`src/shared/ddic_pkg.sv`:
```
// Purpose: Constants, register map and state type of the drive control block
// Assumes: 40 MHz pclk; every time below is converted to pclk cycles here
// Notes:   Long counts are defaults of top-level parameters

package ddic_pkg;

  // ---------------------------------------------------------------------
  // Clock and timing
  // ---------------------------------------------------------------------
  localparam int CLK_KHZ        = 40000;
  localparam int STEP_TIME_US   = 3000;  // Timed track-to-track interval
  localparam int STEP_CYC       = STEP_TIME_US * CLK_KHZ / 1000;
  localparam int SETTLE_US      = 3000;  // Head settling after a move
  localparam int SETTLE_CYC     = SETTLE_US * CLK_KHZ / 1000;
  localparam int QUIET_US       = 500;   // Longest buffered pulse spacing
  localparam int QUIET_CYC      = QUIET_US * CLK_KHZ / 1000;
  localparam int MOVE_US        = 100;   // Carriage time per cylinder
  localparam int MOVE_CYC       = MOVE_US * CLK_KHZ / 1000;
  localparam int TRK0_LEAD_NS   = 30000; // Outer flag leads ready by less
  localparam int TRK0_LEAD_CYC  = TRK0_LEAD_NS * CLK_KHZ / 1000000 - 1;
  localparam int FLUX_KBPS      = 5000;  // Serial flux data rate
  localparam int FLUX_CELL_CYC  = CLK_KHZ / FLUX_KBPS;
  localparam int NODATA_CELLS   = 16;    // Silent cells before a fault
  localparam int NODATA_CYC     = NODATA_CELLS * FLUX_CELL_CYC;

  // ---------------------------------------------------------------------
  // Geometry
  // ---------------------------------------------------------------------
  localparam int          CYL_COUNT = 645;
  localparam int          CYL_W     = 10;
  localparam logic [9:0]  CYL_MAX   = 10'(CYL_COUNT - 1);
  localparam int          HEAD_W    = 3;
  localparam int          NUM_HEADS = 7;

  // ---------------------------------------------------------------------
  // Register map, fields and reset values
  // ---------------------------------------------------------------------
  localparam logic [11:0] REG_CTRL    = 12'h000;
  localparam logic [11:0] REG_STATUS  = 12'h004;
  localparam logic [11:0] REG_CYL     = 12'h008;
  localparam logic [11:0] REG_FAULT   = 12'h00C;
  localparam int          CTRL_UNIT   = 0;  // Bits 1:0 unit address
  localparam int          CTRL_RADIAL = 2;
  localparam logic [1:0]  RST_UNIT    = 2'h0;
  localparam logic        RST_RADIAL  = 1'h0;
  localparam int          ST_READY    = 0;
  localparam int          ST_SEEKDONE = 1;
  localparam int          ST_TRK0     = 2;
  localparam int          ST_FAULT    = 3;
  localparam int          ST_SEL      = 4;
  localparam int          ST_BUFFERED = 5;
  localparam int          ST_WREN     = 6;
  localparam int          ST_STATE    = 8;  // Bits 10:8
  localparam int          ST_HEADS    = 16; // Bits 23:16
  localparam int          CYL_CUR     = 0;  // Bits 9:0
  localparam int          CYL_TGT     = 16; // Bits 25:16

  typedef enum logic [2:0] {
    ddic_spinup, ddic_recal, ddic_gap, ddic_online, ddic_travel, ddic_settle
  } ddic_state_t;

endpackage : ddic_pkg

```
`src/core/ddic_timer.sv`:
```
// Purpose: Loadable down counter with a one-cycle expiry pulse
// Assumes: A load of zero never fires
// Notes:   A new start restarts the count at once

`timescale 1ns/100ps
`default_nettype none

module ddic_timer #(
  parameter int W = 8
) (
  input  wire logic         pclk,
  input  wire logic         presetn,
  input  wire logic         start,
  input  wire logic [W-1:0] load,
  output logic              busy,
  output logic              fire
);

  typedef struct packed {
    logic [W-1:0] cnt;
    logic         fire;
  } ddic_tmr_t;

  ddic_tmr_t q, d;

  // Count down and flag the step from one to zero
  always_comb
  begin
    d      = q;
    d.fire = 1'b0;
    if (start)
      d.cnt = load;
    else if (q.cnt != '0)
    begin
      d.cnt  = q.cnt - W'(1);
      d.fire = (q.cnt == W'(1));
    end
  end

  always_ff @(posedge pclk or negedge presetn)
  begin
    if (!presetn)
      q <= '0;
    else
      q <= d;
  end

  assign busy = (q.cnt != '0);
  assign fire = q.fire;

endmodule : ddic_timer

`default_nettype wire

```
`src/core/ddic_step_mon.sv`:
```
// Purpose: Seek pulse edge detect and spacing classifier
// Assumes: step_n is synchronous to pclk and active low
// Notes:   Spacing counter saturates so an old pulse reads as long ago

`timescale 1ns/100ps
`default_nettype none

module ddic_step_mon #(
  parameter int W         = 18,
  parameter int STEP_CYC  = 120000,
  parameter int QUIET_CYC = 20000
) (
  input  wire logic pclk,
  input  wire logic presetn,
  input  wire logic step_n,
  output logic      pulse,
  output logic      fast,
  output logic      quiet
);

  typedef struct packed {
    logic         prev_n;
    logic [W-1:0] gap;
  } ddic_smon_t;

  ddic_smon_t q, d;

  // Leading edge is the high-to-low change of the line
  assign pulse = q.prev_n & ~step_n;
  assign fast  = pulse && (q.gap < W'(STEP_CYC));
  assign quiet = (q.gap >= W'(QUIET_CYC));

  // Cycles since the last leading edge
  always_comb
  begin
    d        = q;
    d.prev_n = step_n;
    if (pulse)
      d.gap = '0;
    else if (q.gap != '1)
      d.gap = q.gap + W'(1);
  end

  always_ff @(posedge pclk or negedge presetn)
  begin
    if (!presetn)
      q <= '{prev_n: 1'b1, gap: '1};
    else
      q <= d;
  end

endmodule : ddic_step_mon

`default_nettype wire

```
`src/core/ddic_top.sv`:
```
// Purpose: Drive-side interface control: select, recalibrate, seek, heads
// Assumes: Cable inputs synchronous to pclk; APB slave with one wait state
// Notes:   Cable control lines are active low; outputs idle high
//
// The implementer's own choices: the APB interface to the registers and the register offsets.

`timescale 1ns/100ps
`default_nettype none

// Overview of operation
// - At nominal spindle speed, recalibrate heads to cylinder zero unprompted.
// - After recalibration raise outer-track flag, then ready and settled, under 30 us.
// - Ready output stays inactive while any fault is present.
// - Reads, writes and seeks are refused until ready is set.
// - Outer-track, ready and settled outputs appear only while selected.
// - Selected when the unit-select line of our address is active.
// - Radial option makes the drive permanently selected.
// - Each accepted seek pulse moves the heads one cylinder, never past cylinder 0 or 644.
// - Direction line high means inward, low means outward.
// - Seeks come as timed pulses 3 ms apart or as a faster buffer.
// - Tell timed from buffered; buffered seeks use drive-paced carriage travel.
// - Host drives binary head number; drive enables that head.
// - Read needs selection, write gate off, ready, settled, no fault.
// - Write needs selection, head, ready, settled, no fault, then write gate.
// - Cylinder range is 645 per head, counted from the outer track.
// - Serial flux data run at five megabits per second.
// - Drive detects faults internally and reports them to the host.
// - Multiplexed controls and unit selects are active low.
// - Settled drops within 100 ns of the first seek pulse.
// - Fault latches until power loss or deselection.
// - No lines active selects head zero; deselect or bad address drops heads.
module ddic_top
  import ddic_pkg::*;
#(
  parameter int STEP_CYC_P   = STEP_CYC,
  parameter int SETTLE_CYC_P = SETTLE_CYC,
  parameter int QUIET_CYC_P  = QUIET_CYC,
  parameter int MOVE_CYC_P   = MOVE_CYC,
  parameter int NUM_HEADS_P  = NUM_HEADS
) (
  input  wire logic              pclk,
  input  wire logic              presetn,
  input  wire logic              psel,
  input  wire logic              penable,
  input  wire logic              pwrite,
  input  wire logic [11:0]       paddr,
  input  wire logic [31:0]       pwdata,
  output logic      [31:0]       prdata,
  output logic                   pready,
  output logic                   pslverr,
  input  wire logic [3:0]        unit_sel_n,
  input  wire logic              step_n,
  input  wire logic              dir_in_n,
  input  wire logic              write_gate_n,
  input  wire logic [HEAD_W-1:0] head_sel_n,
  input  wire logic              flux_write_stream,
  input  wire logic              spindle_ok,
  input  wire logic              power_ok,
  input  wire logic              wr_current_sense,
  input  wire logic              head_open_short,
  input  wire logic              head_flux_rd,
  output logic                   flux_read_stream,
  output logic                   head_flux_wr,
  output logic                   head_wr_gate,
  output logic      [7:0]        head_en,
  output logic                   seek_done_n,
  output logic                   trk0_n,
  output logic                   ready_n,
  output logic                   fault_n,
  output logic                   drive_sel_n
);

  localparam int TW = 18;

  typedef struct packed {
    ddic_state_t st;
    logic [9:0]  cyl;
    logic [9:0]  tgt;
    logic        buffered;
    logic        seek_done;
    logic        ready;
    logic        trk0;
    logic        fault;
    logic [4:0]  cause;
    logic [7:0]  head_en;
    logic        wr_en;
    logic        wr_en_dly;
    logic        flux_prev;
    logic        flux_rd;
    logic        flux_wr;
    logic        seek_done_n;
    logic        trk0_n;
    logic        ready_n;
    logic        fault_n;
    logic        dsel_n;
    logic [1:0]  unit;
    logic        radial;
    logic        pready;
    logic        pslverr;
    logic [31:0] prdata;
  } ddic_regs_t;

  ddic_regs_t q, d;

  // ---------------------------------------------------------------------
  // Selection and cable decode
  // ---------------------------------------------------------------------
  logic              sel;
  logic              wg;
  logic [HEAD_W-1:0] hnum;
  logic              legal;
  logic              step_gated_n;

  // Radial jumper overrides the unit-select match
  assign sel          = q.radial | ~unit_sel_n[q.unit];
  assign wg           = sel & ~write_gate_n;
  assign hnum         = ~head_sel_n;
  assign legal        = (32'(hnum) < NUM_HEADS_P);
  assign step_gated_n = step_n | ~sel;

  // ---------------------------------------------------------------------
  // Helpers: pulse classifier and timers
  // ---------------------------------------------------------------------
  logic          stp_pulse;
  logic          stp_fast;
  logic          stp_quiet;
  logic          mv_start;
  logic [TW-1:0] mv_load;
  logic          mv_busy;
  logic          mv_fire;
  logic          gap_start;
  logic          gap_fire;
  logic          wd_start;
  logic          wd_fire;

  ddic_step_mon #(
    .W         (TW),
    .STEP_CYC  (STEP_CYC_P),
    .QUIET_CYC (QUIET_CYC_P)
  ) u_step (
    .pclk    (pclk),
    .presetn (presetn),
    .step_n  (step_gated_n),
    .pulse   (stp_pulse),
    .fast    (stp_fast),
    .quiet   (stp_quiet)
  );

  ddic_timer #(.W(TW)) u_move (
    .pclk    (pclk),
    .presetn (presetn),
    .start   (mv_start),
    .load    (mv_load),
    .busy    (mv_busy),
    .fire    (mv_fire)
  );

  ddic_timer #(.W(11)) u_gap (
    .pclk    (pclk),
    .presetn (presetn),
    .start   (gap_start),
    .load    (11'(TRK0_LEAD_CYC - 1)), // Expiry adds one edge
    .busy    (),
    .fire    (gap_fire)
  );

  ddic_timer #(.W(8)) u_wdog (
    .pclk    (pclk),
    .presetn (presetn),
    .start   (wd_start),
    .load    (8'(NODATA_CYC)),
    .busy    (),
    .fire    (wd_fire)
  );

  // ---------------------------------------------------------------------
  // Next-state logic
  // ---------------------------------------------------------------------
  logic       step_ok;
  logic       can_move;
  logic [4:0] cond;

  // Seek pulse accepted only when ready, fault-free and not writing
  assign step_ok = stp_pulse & q.ready & ~q.fault & ~wg;

  always_comb
  begin
    d         = q;
    mv_start  = 1'b0;
    mv_load   = TW'(MOVE_CYC_P);
    gap_start = 1'b0;
    can_move  = ~mv_busy & (~q.buffered | stp_quiet);

    // Positioning sequence
    case (q.st)
      ddic_spinup:
      begin
        if (spindle_ok)
        begin
          d.st       = ddic_recal;
          d.tgt      = '0;
          d.buffered = 1'b0;
        end
      end
      ddic_recal:
      begin
        if (can_move)
        begin
          if (q.cyl != '0)
          begin
            d.cyl    = q.cyl - 10'd1;
            mv_start = 1'b1;
          end
          else
          begin
            gap_start = 1'b1;
            d.st      = ddic_gap;
          end
        end
      end
      ddic_gap:
      begin
        if (gap_fire)
        begin
          d.ready     = 1'b1;
          d.seek_done = 1'b1;
          d.st        = ddic_online;
        end
      end
      ddic_online, ddic_travel, ddic_settle:
      begin
        if (step_ok)
        begin
          d.seek_done = 1'b0;
          d.buffered  = stp_fast;
          d.st        = ddic_travel;
          if (dir_in_n)
          begin
            if (q.tgt != CYL_MAX)
              d.tgt = q.tgt + 10'd1;
          end
          else if (q.tgt != '0)
            d.tgt = q.tgt - 10'd1;
          if (q.st == ddic_settle)
          begin
            mv_start = 1'b1;                                // Abort settling
            mv_load  = TW'(1);
          end
        end
        else if (q.st == ddic_travel && can_move)
        begin
          // Carriage paced by the drive, one cylinder per interval
          mv_start = 1'b1;
          if (q.cyl != q.tgt)
            d.cyl = (q.cyl < q.tgt) ? q.cyl + 10'd1 : q.cyl - 10'd1;
          else
          begin
            mv_load = TW'(SETTLE_CYC_P);
            d.st    = ddic_settle;
          end
        end
        else if (q.st == ddic_settle && mv_fire)
        begin
          d.seek_done = 1'b1;
          d.buffered  = 1'b0;
          d.st        = ddic_online;
        end
      end
      default:
        d.st = ddic_spinup;
    endcase

    // Loss of power or speed restarts the whole power-up sequence
    if (!power_ok || !spindle_ok)
    begin
      d.st        = ddic_spinup;
      d.ready     = 1'b0;
      d.seek_done = 1'b0;
    end
    d.trk0 = (d.cyl == '0) && (d.st != ddic_spinup)
             && (d.st != ddic_recal);

    // Head enables and data paths
    d.head_en   = (sel && legal) ? 8'(8'h01 << hnum) : 8'h00;
    d.wr_en     = wg & q.ready & q.seek_done & ~q.fault
                  & legal & (q.st == ddic_online);
    d.wr_en_dly = q.wr_en;
    d.flux_prev = flux_write_stream;
    d.flux_wr   = d.wr_en & flux_write_stream;
    d.flux_rd   = sel & ~wg & q.ready & q.seek_done & ~q.fault
                  & (|q.head_en) & head_flux_rd;

    // Watchdog restarts on every write flux transition
    wd_start = d.wr_en & (~q.wr_en | (flux_write_stream != q.flux_prev));

    // Fault causes, sampled only in a selected drive
    cond[0] = q.wr_en & q.wr_en_dly & ~wr_current_sense;
    cond[1] = wr_current_sense & ~q.wr_en & ~q.wr_en_dly;
    cond[2] = ($countones(q.head_en) > 1);
    cond[3] = head_open_short & (|q.head_en);
    cond[4] = wd_fire & q.wr_en;
    if (!sel || !power_ok)
      d.cause = '0;
    else
      d.cause = q.cause | cond;
    d.fault = |d.cause;

    // Cable outputs, idle high unless selected
    d.ready_n     = ~(sel & d.ready & ~d.fault);
    d.seek_done_n = ~(sel & d.seek_done);
    d.trk0_n      = ~(sel & d.trk0);
    d.fault_n     = ~(sel & d.fault);
    d.dsel_n      = ~sel;

    // APB slave: answer on the second access cycle
    d.pready = 1'b0;
    if (psel && penable && !q.pready)
    begin
      d.pready  = 1'b1;
      d.pslverr = 1'b0;
      d.prdata  = '0;
      case (paddr)
        REG_CTRL:
        begin
          d.prdata[CTRL_UNIT +: 2] = q.unit;
          d.prdata[CTRL_RADIAL]    = q.radial;
        end
        REG_STATUS:
        begin
          d.prdata[ST_READY]      = q.ready;
          d.prdata[ST_SEEKDONE]   = q.seek_done;
          d.prdata[ST_TRK0]       = q.trk0;
          d.prdata[ST_FAULT]      = q.fault;
          d.prdata[ST_SEL]        = sel;
          d.prdata[ST_BUFFERED]   = q.buffered;
          d.prdata[ST_WREN]       = q.wr_en;
          d.prdata[ST_STATE +: 3] = q.st;
          d.prdata[ST_HEADS +: 8] = q.head_en;
        end
        REG_CYL:
        begin
          d.prdata[CYL_CUR +: CYL_W] = q.cyl;
          d.prdata[CYL_TGT +: CYL_W] = q.tgt;
        end
        REG_FAULT:
          d.prdata[4:0] = q.cause;
        default:
          d.pslverr = 1'b1;
      endcase
    end
    if (psel && penable && q.pready && pwrite && paddr == REG_CTRL)
    begin
      d.unit   = pwdata[CTRL_UNIT +: 2];
      d.radial = pwdata[CTRL_RADIAL];
    end
  end

  // ---------------------------------------------------------------------
  // State register
  // ---------------------------------------------------------------------
  always_ff @(posedge pclk or negedge presetn)
  begin
    if (!presetn)
    begin
      q             <= '0;
      q.st          <= ddic_spinup;
      q.cyl         <= CYL_MAX;   // Position unknown until recalibrated
      q.tgt         <= CYL_MAX;
      q.seek_done_n <= 1'b1;
      q.trk0_n      <= 1'b1;
      q.ready_n     <= 1'b1;
      q.fault_n     <= 1'b1;
      q.dsel_n      <= 1'b1;
      q.unit        <= RST_UNIT;
      q.radial      <= RST_RADIAL;
    end
    else
      q <= d;
  end

  // Outputs straight from the state register
  assign prdata           = q.prdata;
  assign pready           = q.pready;
  assign pslverr          = q.pslverr;
  assign flux_read_stream = q.flux_rd;
  assign head_flux_wr     = q.flux_wr;
  assign head_wr_gate     = q.wr_en;
  assign head_en          = q.head_en;
  assign seek_done_n      = q.seek_done_n;
  assign trk0_n           = q.trk0_n;
  assign ready_n          = q.ready_n;
  assign fault_n          = q.fault_n;
  assign drive_sel_n      = q.dsel_n;

endmodule : ddic_top

`default_nettype wire

```
`config.mk`:
```
export PLATFORM = sky130hd
export DESIGN_NAME = ddic_top
export DESIGN_NICKNAME = d
export VERILOG_FILES = /design/src/shared/ddic_pkg.sv /design/src/core/ddic_timer.sv /design/src/core/ddic_step_mon.sv /design/src/core/ddic_top.sv
export SDC_FILE = /design/constraint.sdc
export NUM_CORES = 1
export LEC_CHECK = 0
export BUFFER_PORTS_ARGS = -buffer_cell sky130_fd_sc_hd__buf_2
export CAP_MARGIN = 25
export CORE_UTILIZATION = 50
export DETAILED_ROUTE_END_ITERATION = 7
export GPL_ROUTABILITY_DRIVEN = 1
export PLACE_DENSITY = 0.8
export RECOVER_POWER = 25
export SETUP_SLACK_MARGIN = 0.3
export SYNTH_ARGS = -nofsm -noshare
export SYNTH_HDL_FRONTEND = slang
export SYNTH_SLANG_ARGS = --single-unit
```
`constraint.sdc`:
```
create_clock -name pclk -period 4.6 [get_ports pclk]
set_input_delay 1.15 -clock pclk [delete_from_list [all_inputs] [get_ports pclk]]
set_output_delay 1.15 -clock pclk [all_outputs]
set_load 0.005 [all_outputs]
```
### Yosys cells after proc, flatten, opt, wreduce, memory -nomap -nowiden

Index checks and enable logic that the tools add are counted.

| operators by class | value |
|---|---|
| divide/modulo/power cells | 0 |
| reductions and logical operators | 37 |
| multipliers | 0 |
| mux-type cells | 68 |
| add/sub/neg operators | 15 |
| equality and inequality tests | 22 |
| magnitude comparators | 6 |
| shift operators | 1 |
| bitwise gates (word level) | 52 |

Operators with widths:

| kind | number |
|---|---|
| 2-to-1 mux 10 bit | 9 |
| 2-to-1 mux 18 bit | 5 |
| 2-to-1 mux 17 bit | 2 |
| 2-to-1 mux 34 bit | 1 |
| AND 1 bit | 30 |
| == test 12 x 4 -> 1 bit, second input constant | 2 |
| 2-to-1 mux 12 bit | 2 |
| 2-to-1 mux 3 bit | 8 |
| one-hot mux 3 bit (4 select lines) | 2 |
| 2-to-1 mux 11 bit | 2 |
| one-hot mux 11 bit (2 select lines) | 1 |
| adder 10 x 1 -> 10 bit, second input constant | 2 |
| one-hot mux 10 bit (2 select lines) | 1 |
| nonzero test 10 bit | 2 |
| subtractor 10 x 1 -> 10 bit, second input constant | 2 |
| 2-to-1 mux 19 bit | 1 |
| adder 18 x 1 -> 18 bit, second input constant | 1 |
| == test 18 x 1 -> 1 bit, second input constant | 1 |
| >= comparator 18 x 15 -> 1 bit, second input constant | 1 |
| < comparator 18 x 17 -> 1 bit, second input constant | 1 |
| inequality test 18 bit, second input constant | 1 |
| nonzero test 18 bit | 1 |
| subtractor 18 x 1 -> 18 bit, second input constant | 1 |
| 2-to-1 mux 1 bit | 16 |
| other kinds (52) | 106 |

| word-level totals | value |
|---|---|
| bits in read-only memories | 0 |
| bits in latches | 0 |
| RAM bits | 0 |
| output and inout port bits | 50 |
| input port bits | 65 |
| memories | 0 |
| register bits after elaboration | 136 |

### Logic depth before layout (Yosys ltp)

| logic depth | value |
|---|---|
| depth after elaboration | 19 |
| mapped depth | 16 |

### Hierarchy

From an unflattened synthesis, not the netlist that was laid out.

| second synthesis, totals | value |
|---|---|
| cell total of the unflattened synthesis | 927 |
| area, all modules | 8,614.5 µm² |

By module, submodules not included:

| module | times used | sequential area each (µm²) | area an instance (µm²) | cells an instance |
|---|---|---|---|---|
| ddic_top | 1 | 1,940.6 | 5,117.4 | 563 |
| ddic_timer (u_move) | 1 | 475.5 | 1,163.6 | 131 |
| ddic_step_mon | 1 | 499.2 | 1,068.5 | 101 |
| ddic_timer (u_gap) | 1 | 300.3 | 719.4 | 74 |
| ddic_timer (u_wdog) | 1 | 225.2 | 545.5 | 58 |

### Least setup slack after synthesis

OpenSTA, ideal clock, no wires.

| timing | value |
|---|---|
| path kind | input to register |
| from | in unit_sel_n[3] |
| to | reg, netlist name trk0_n |
| slack | 0.887 ns |
| library setup time | 0.094 ns |
| cell stages on the path | 9 |
| data arrival time | 3.619 ns |
| cells stage by stage | mux4_2 > a211oi_4 > nor4_4 > and3_4 > buf_6 > a31oi_2 > o21ai_2 > or4_4 > or4_1 |

RTL lines:

| item | line | source |
|---|---|---|
| from (decl) | ddic_top.sv:51 | `input wire logic [3:0] unit_sel_n,` |

==> results.ini <==
[cts]
cts-root-buf = clkbuf_16
cts.clk_slew.worst_paths_ps = 60
insertion_delay_ps = 420
post_cts_buffers = 0
cts_tree = done
cts_sinks = 136
htreeDepth = 4
cts_hold_buf = 0
cts.repair.resized = 0
cts_buffers = 17
clockBufferDepth = 2

[critical_path]
critPathBufInv = 5
crit_type = flip-flop to flip-flop
worstSetupStartpointType = flip-flop
path_max_fanout = 4
cp.required_ps = 4940
cp-end-kind = flip-flop
r2r_cells = 16
cp_slowest_stage_delay_ps = 570
crit_top_cell = inv_1
cp_cell_sequence = fa_1 > inv_1 > fa_1 > fa_1 > inv_1 > ha_1 > inv_1 > fa_1 > inv_1 > nand3_1 > o21ai_0 > a31oi_1 > nor4_1 > o21ai_0 > inv_1 > nand3_1
critPathSlowestCell = fa_1
cp_top_family = adder cells
cp.arrival_ps = 4260
crit_cells = 16

[timing]
tns_ps = 0
tightest_slew_ps = 2530
fmax_mhz = 255
slew_violations = 105
finalSetupViolations = 0
period_share_pct = 85.2
hold_violations = 0
min_period_ps = 3920
rsz0062_at_grt = no
fin_skew_ps = 9.38
slew_headroom_pct = -68.9

[drt]
drc = 0
drt-initial-drc-count = 571
vias = 6694
wl_um = 19200
ant_nets = 0
avgRoutedWirePerCell_um = 16.6
drtPass1Iterations = 6
via_per_inst = 5.79

[synth]
seq_area_frac_synth_pct = 42.0
synth_cells = 876
synth_warnings = 0
synth_edf_count = 0
synth_top_area_share_pct = 32.4
synth_area_leaders = dfrtp_1 32%, dfstp_2 9.6%, ha_1 5.3%, nand2_1 4.0%, buf_4 3.7%
ys_seq_elements = 136
synth_ff_type = dfrtp_1
async_reset_ff_share_pct = 100
avgSynthCellArea_um2 = 9.35
ys_types = 78
synth_area_um2 = 8190
yosysTopAreaCell = dfrtp_1

[grt]
grt_pass1_vias = 6285
grt_max_degree = 110
antenna_found_initial = 2
grt_overflow_total = 0
grt_pass1_wl_um = 31100
grt_usage_pct = 23.8

[final_layout]
final_cell_mix = 106 x dfrtp_1, 87 x nand2_1, 76 x nor2_1
n_fill_cell = 1325
drive_gt1_share_pct = 19.0
nets = 1031
mostFrequentLayoutCell = dfrtp_1
synthToLayoutAreaGrowth_pct = 11.6

[floorplan]
ios = 115
core_um2 = 15900
initial_core_util_pct = 51.4
dieArea_um2 = 16900
die_w_um = 130
die_y_um = 130
row_count = 46

[power]
p_total_mw = 2.88
p_leak_nw = 4.03
power.density_nw_per_um2 = 315
ir_drop_v = 0.000323

[min_path]
min_path_type = flip-flop to flip-flop
hold_depth = 2

[run_status]
failed_checks = max-capacitance violations, max-slew violations
outcome = complete, but fails checks

[placed_design]
gp_congestion = 0.919
port_buffers = 74
hpwlAfterDp_um = 13600

[flow_run]
drv_cap = 1

worst min-delay path, cell delays in order (launching register included):
cell	delay (ps)
dfrtp_1	330
nand2_1	50
nand2_1	50
through the flow:
step	area (um2)	utilization [%]	hold slack, ps	setup slack (ps)	cells
after floorplan	8230	-	440	887	887
after global placement	8550	53.6	446	671	1121
after detailed placement	8550	53.6	450	659	1121
after CTS	9140	57.3	464	730	1153
after global routing	9140	57.3	497	458	1156
final	9140	57.3	462	683	1156
path summary, 6_finish.rpt:
check / to / slack [ps] / startpoint
setup / recovery: ready_n / 680 / head_en[0]
hold / removal: prdata[10] / 460 / prdata[10]
hold reg to reg: prdata[10] / 460 / prdata[10]
min in group asynchronous: prdata[24] / 580 / presetn
setup reg to reg: ready_n / 680 / head_en[0]
max in group asynchronous: u_move.q[4] / 1260 / presetn
layer usage:
metal | part of all wire [%] | vias to the layer above | GRT usage [%]
met5 | 0.068 | - | 0
met4 | 3.4 | 2 | 12.0
met3 | 6.4 | 50 | 5.29
met2 | 47 | 260 | 38.9
met1 | 43 | 3190 | 29.7
li1 | - | 3192 | -
cells in the mapped netlist (6+ instances only):
| master | count |
|---|---|
| o21ai_0 | 38 |
| nor2_1 | 76 |
| a22oi_1 | 17 |
| mux2_2 | 7 |
| nor2b_1 | 8 |
| inv_1 | 52 |
| a21oi_1 | 28 |
| a211oi_1 | 7 |
| or4_1 | 6 |
| nor3_1 | 38 |
| buf_4 | 40 |
| nor3b_1 | 7 |
| a31oi_1 | 6 |
| nand2_1 | 87 |
| xor2_1 | 20 |
| xnor2_1 | 28 |
| ha_1 | 35 |
| dfstp_2 | 30 |
| and3_1 | 8 |
| nand2b_1 | 8 |
| mux2i_1 | 9 |
| or3_1 | 12 |
| nand4_1 | 17 |
| nor4_1 | 21 |
| dfrtp_1 | 106 |
| o31ai_1 | 12 |
| clkbuf_1 | 23 |
| and4_1 | 6 |
| nand3_1 | 34 |
where the power goes:
part           total [mW]  internal [mW]  switching, mW
logic               0.232         0.0926          0.140
clock network        1.33          0.823          0.506
registers            1.32           1.26         0.0579
total                2.88           2.18          0.704
area by class of cell:
cell class	instances	area, um2	area share, %
inverter	53	199	2.18
antenna	1	2.50	0.0274
multi-input combinational	629	4170	45.6
clock buffer	20	457	5.00
clock inverter	12	126	1.38
tap	216	270	2.96
timing repair buffer	89	475	5.20
sequential	136	3440	37.6
registers in the layout, indices dropped and copies added, names as in the netlist, 8 cells and up:
register / cells
head_en: 8
prdata: 21
q: 38
u_gap.q: 11
u_move.q: 18
u_step.q: 19
u_wdog.q: 8
cell families after synthesis:
| logic type | Yosys count | share of synthesized area (%) |
|---|---|---|
| buffers and inverters | 122 | 7.59 |
| other | 1 | 0.0458 |
| DFF | 136 | 42.0 |
| AOI/OAI and AO/OA | 154 | 12.9 |
| adders and majority gates | 40 | 6.57 |
| and+or+nand+nor | 355 | 22.6 |
| muxes | 20 | 3.21 |
| xor gates and xnor gates | 48 | 5.13 |
(Power assumes the default switching activity.)
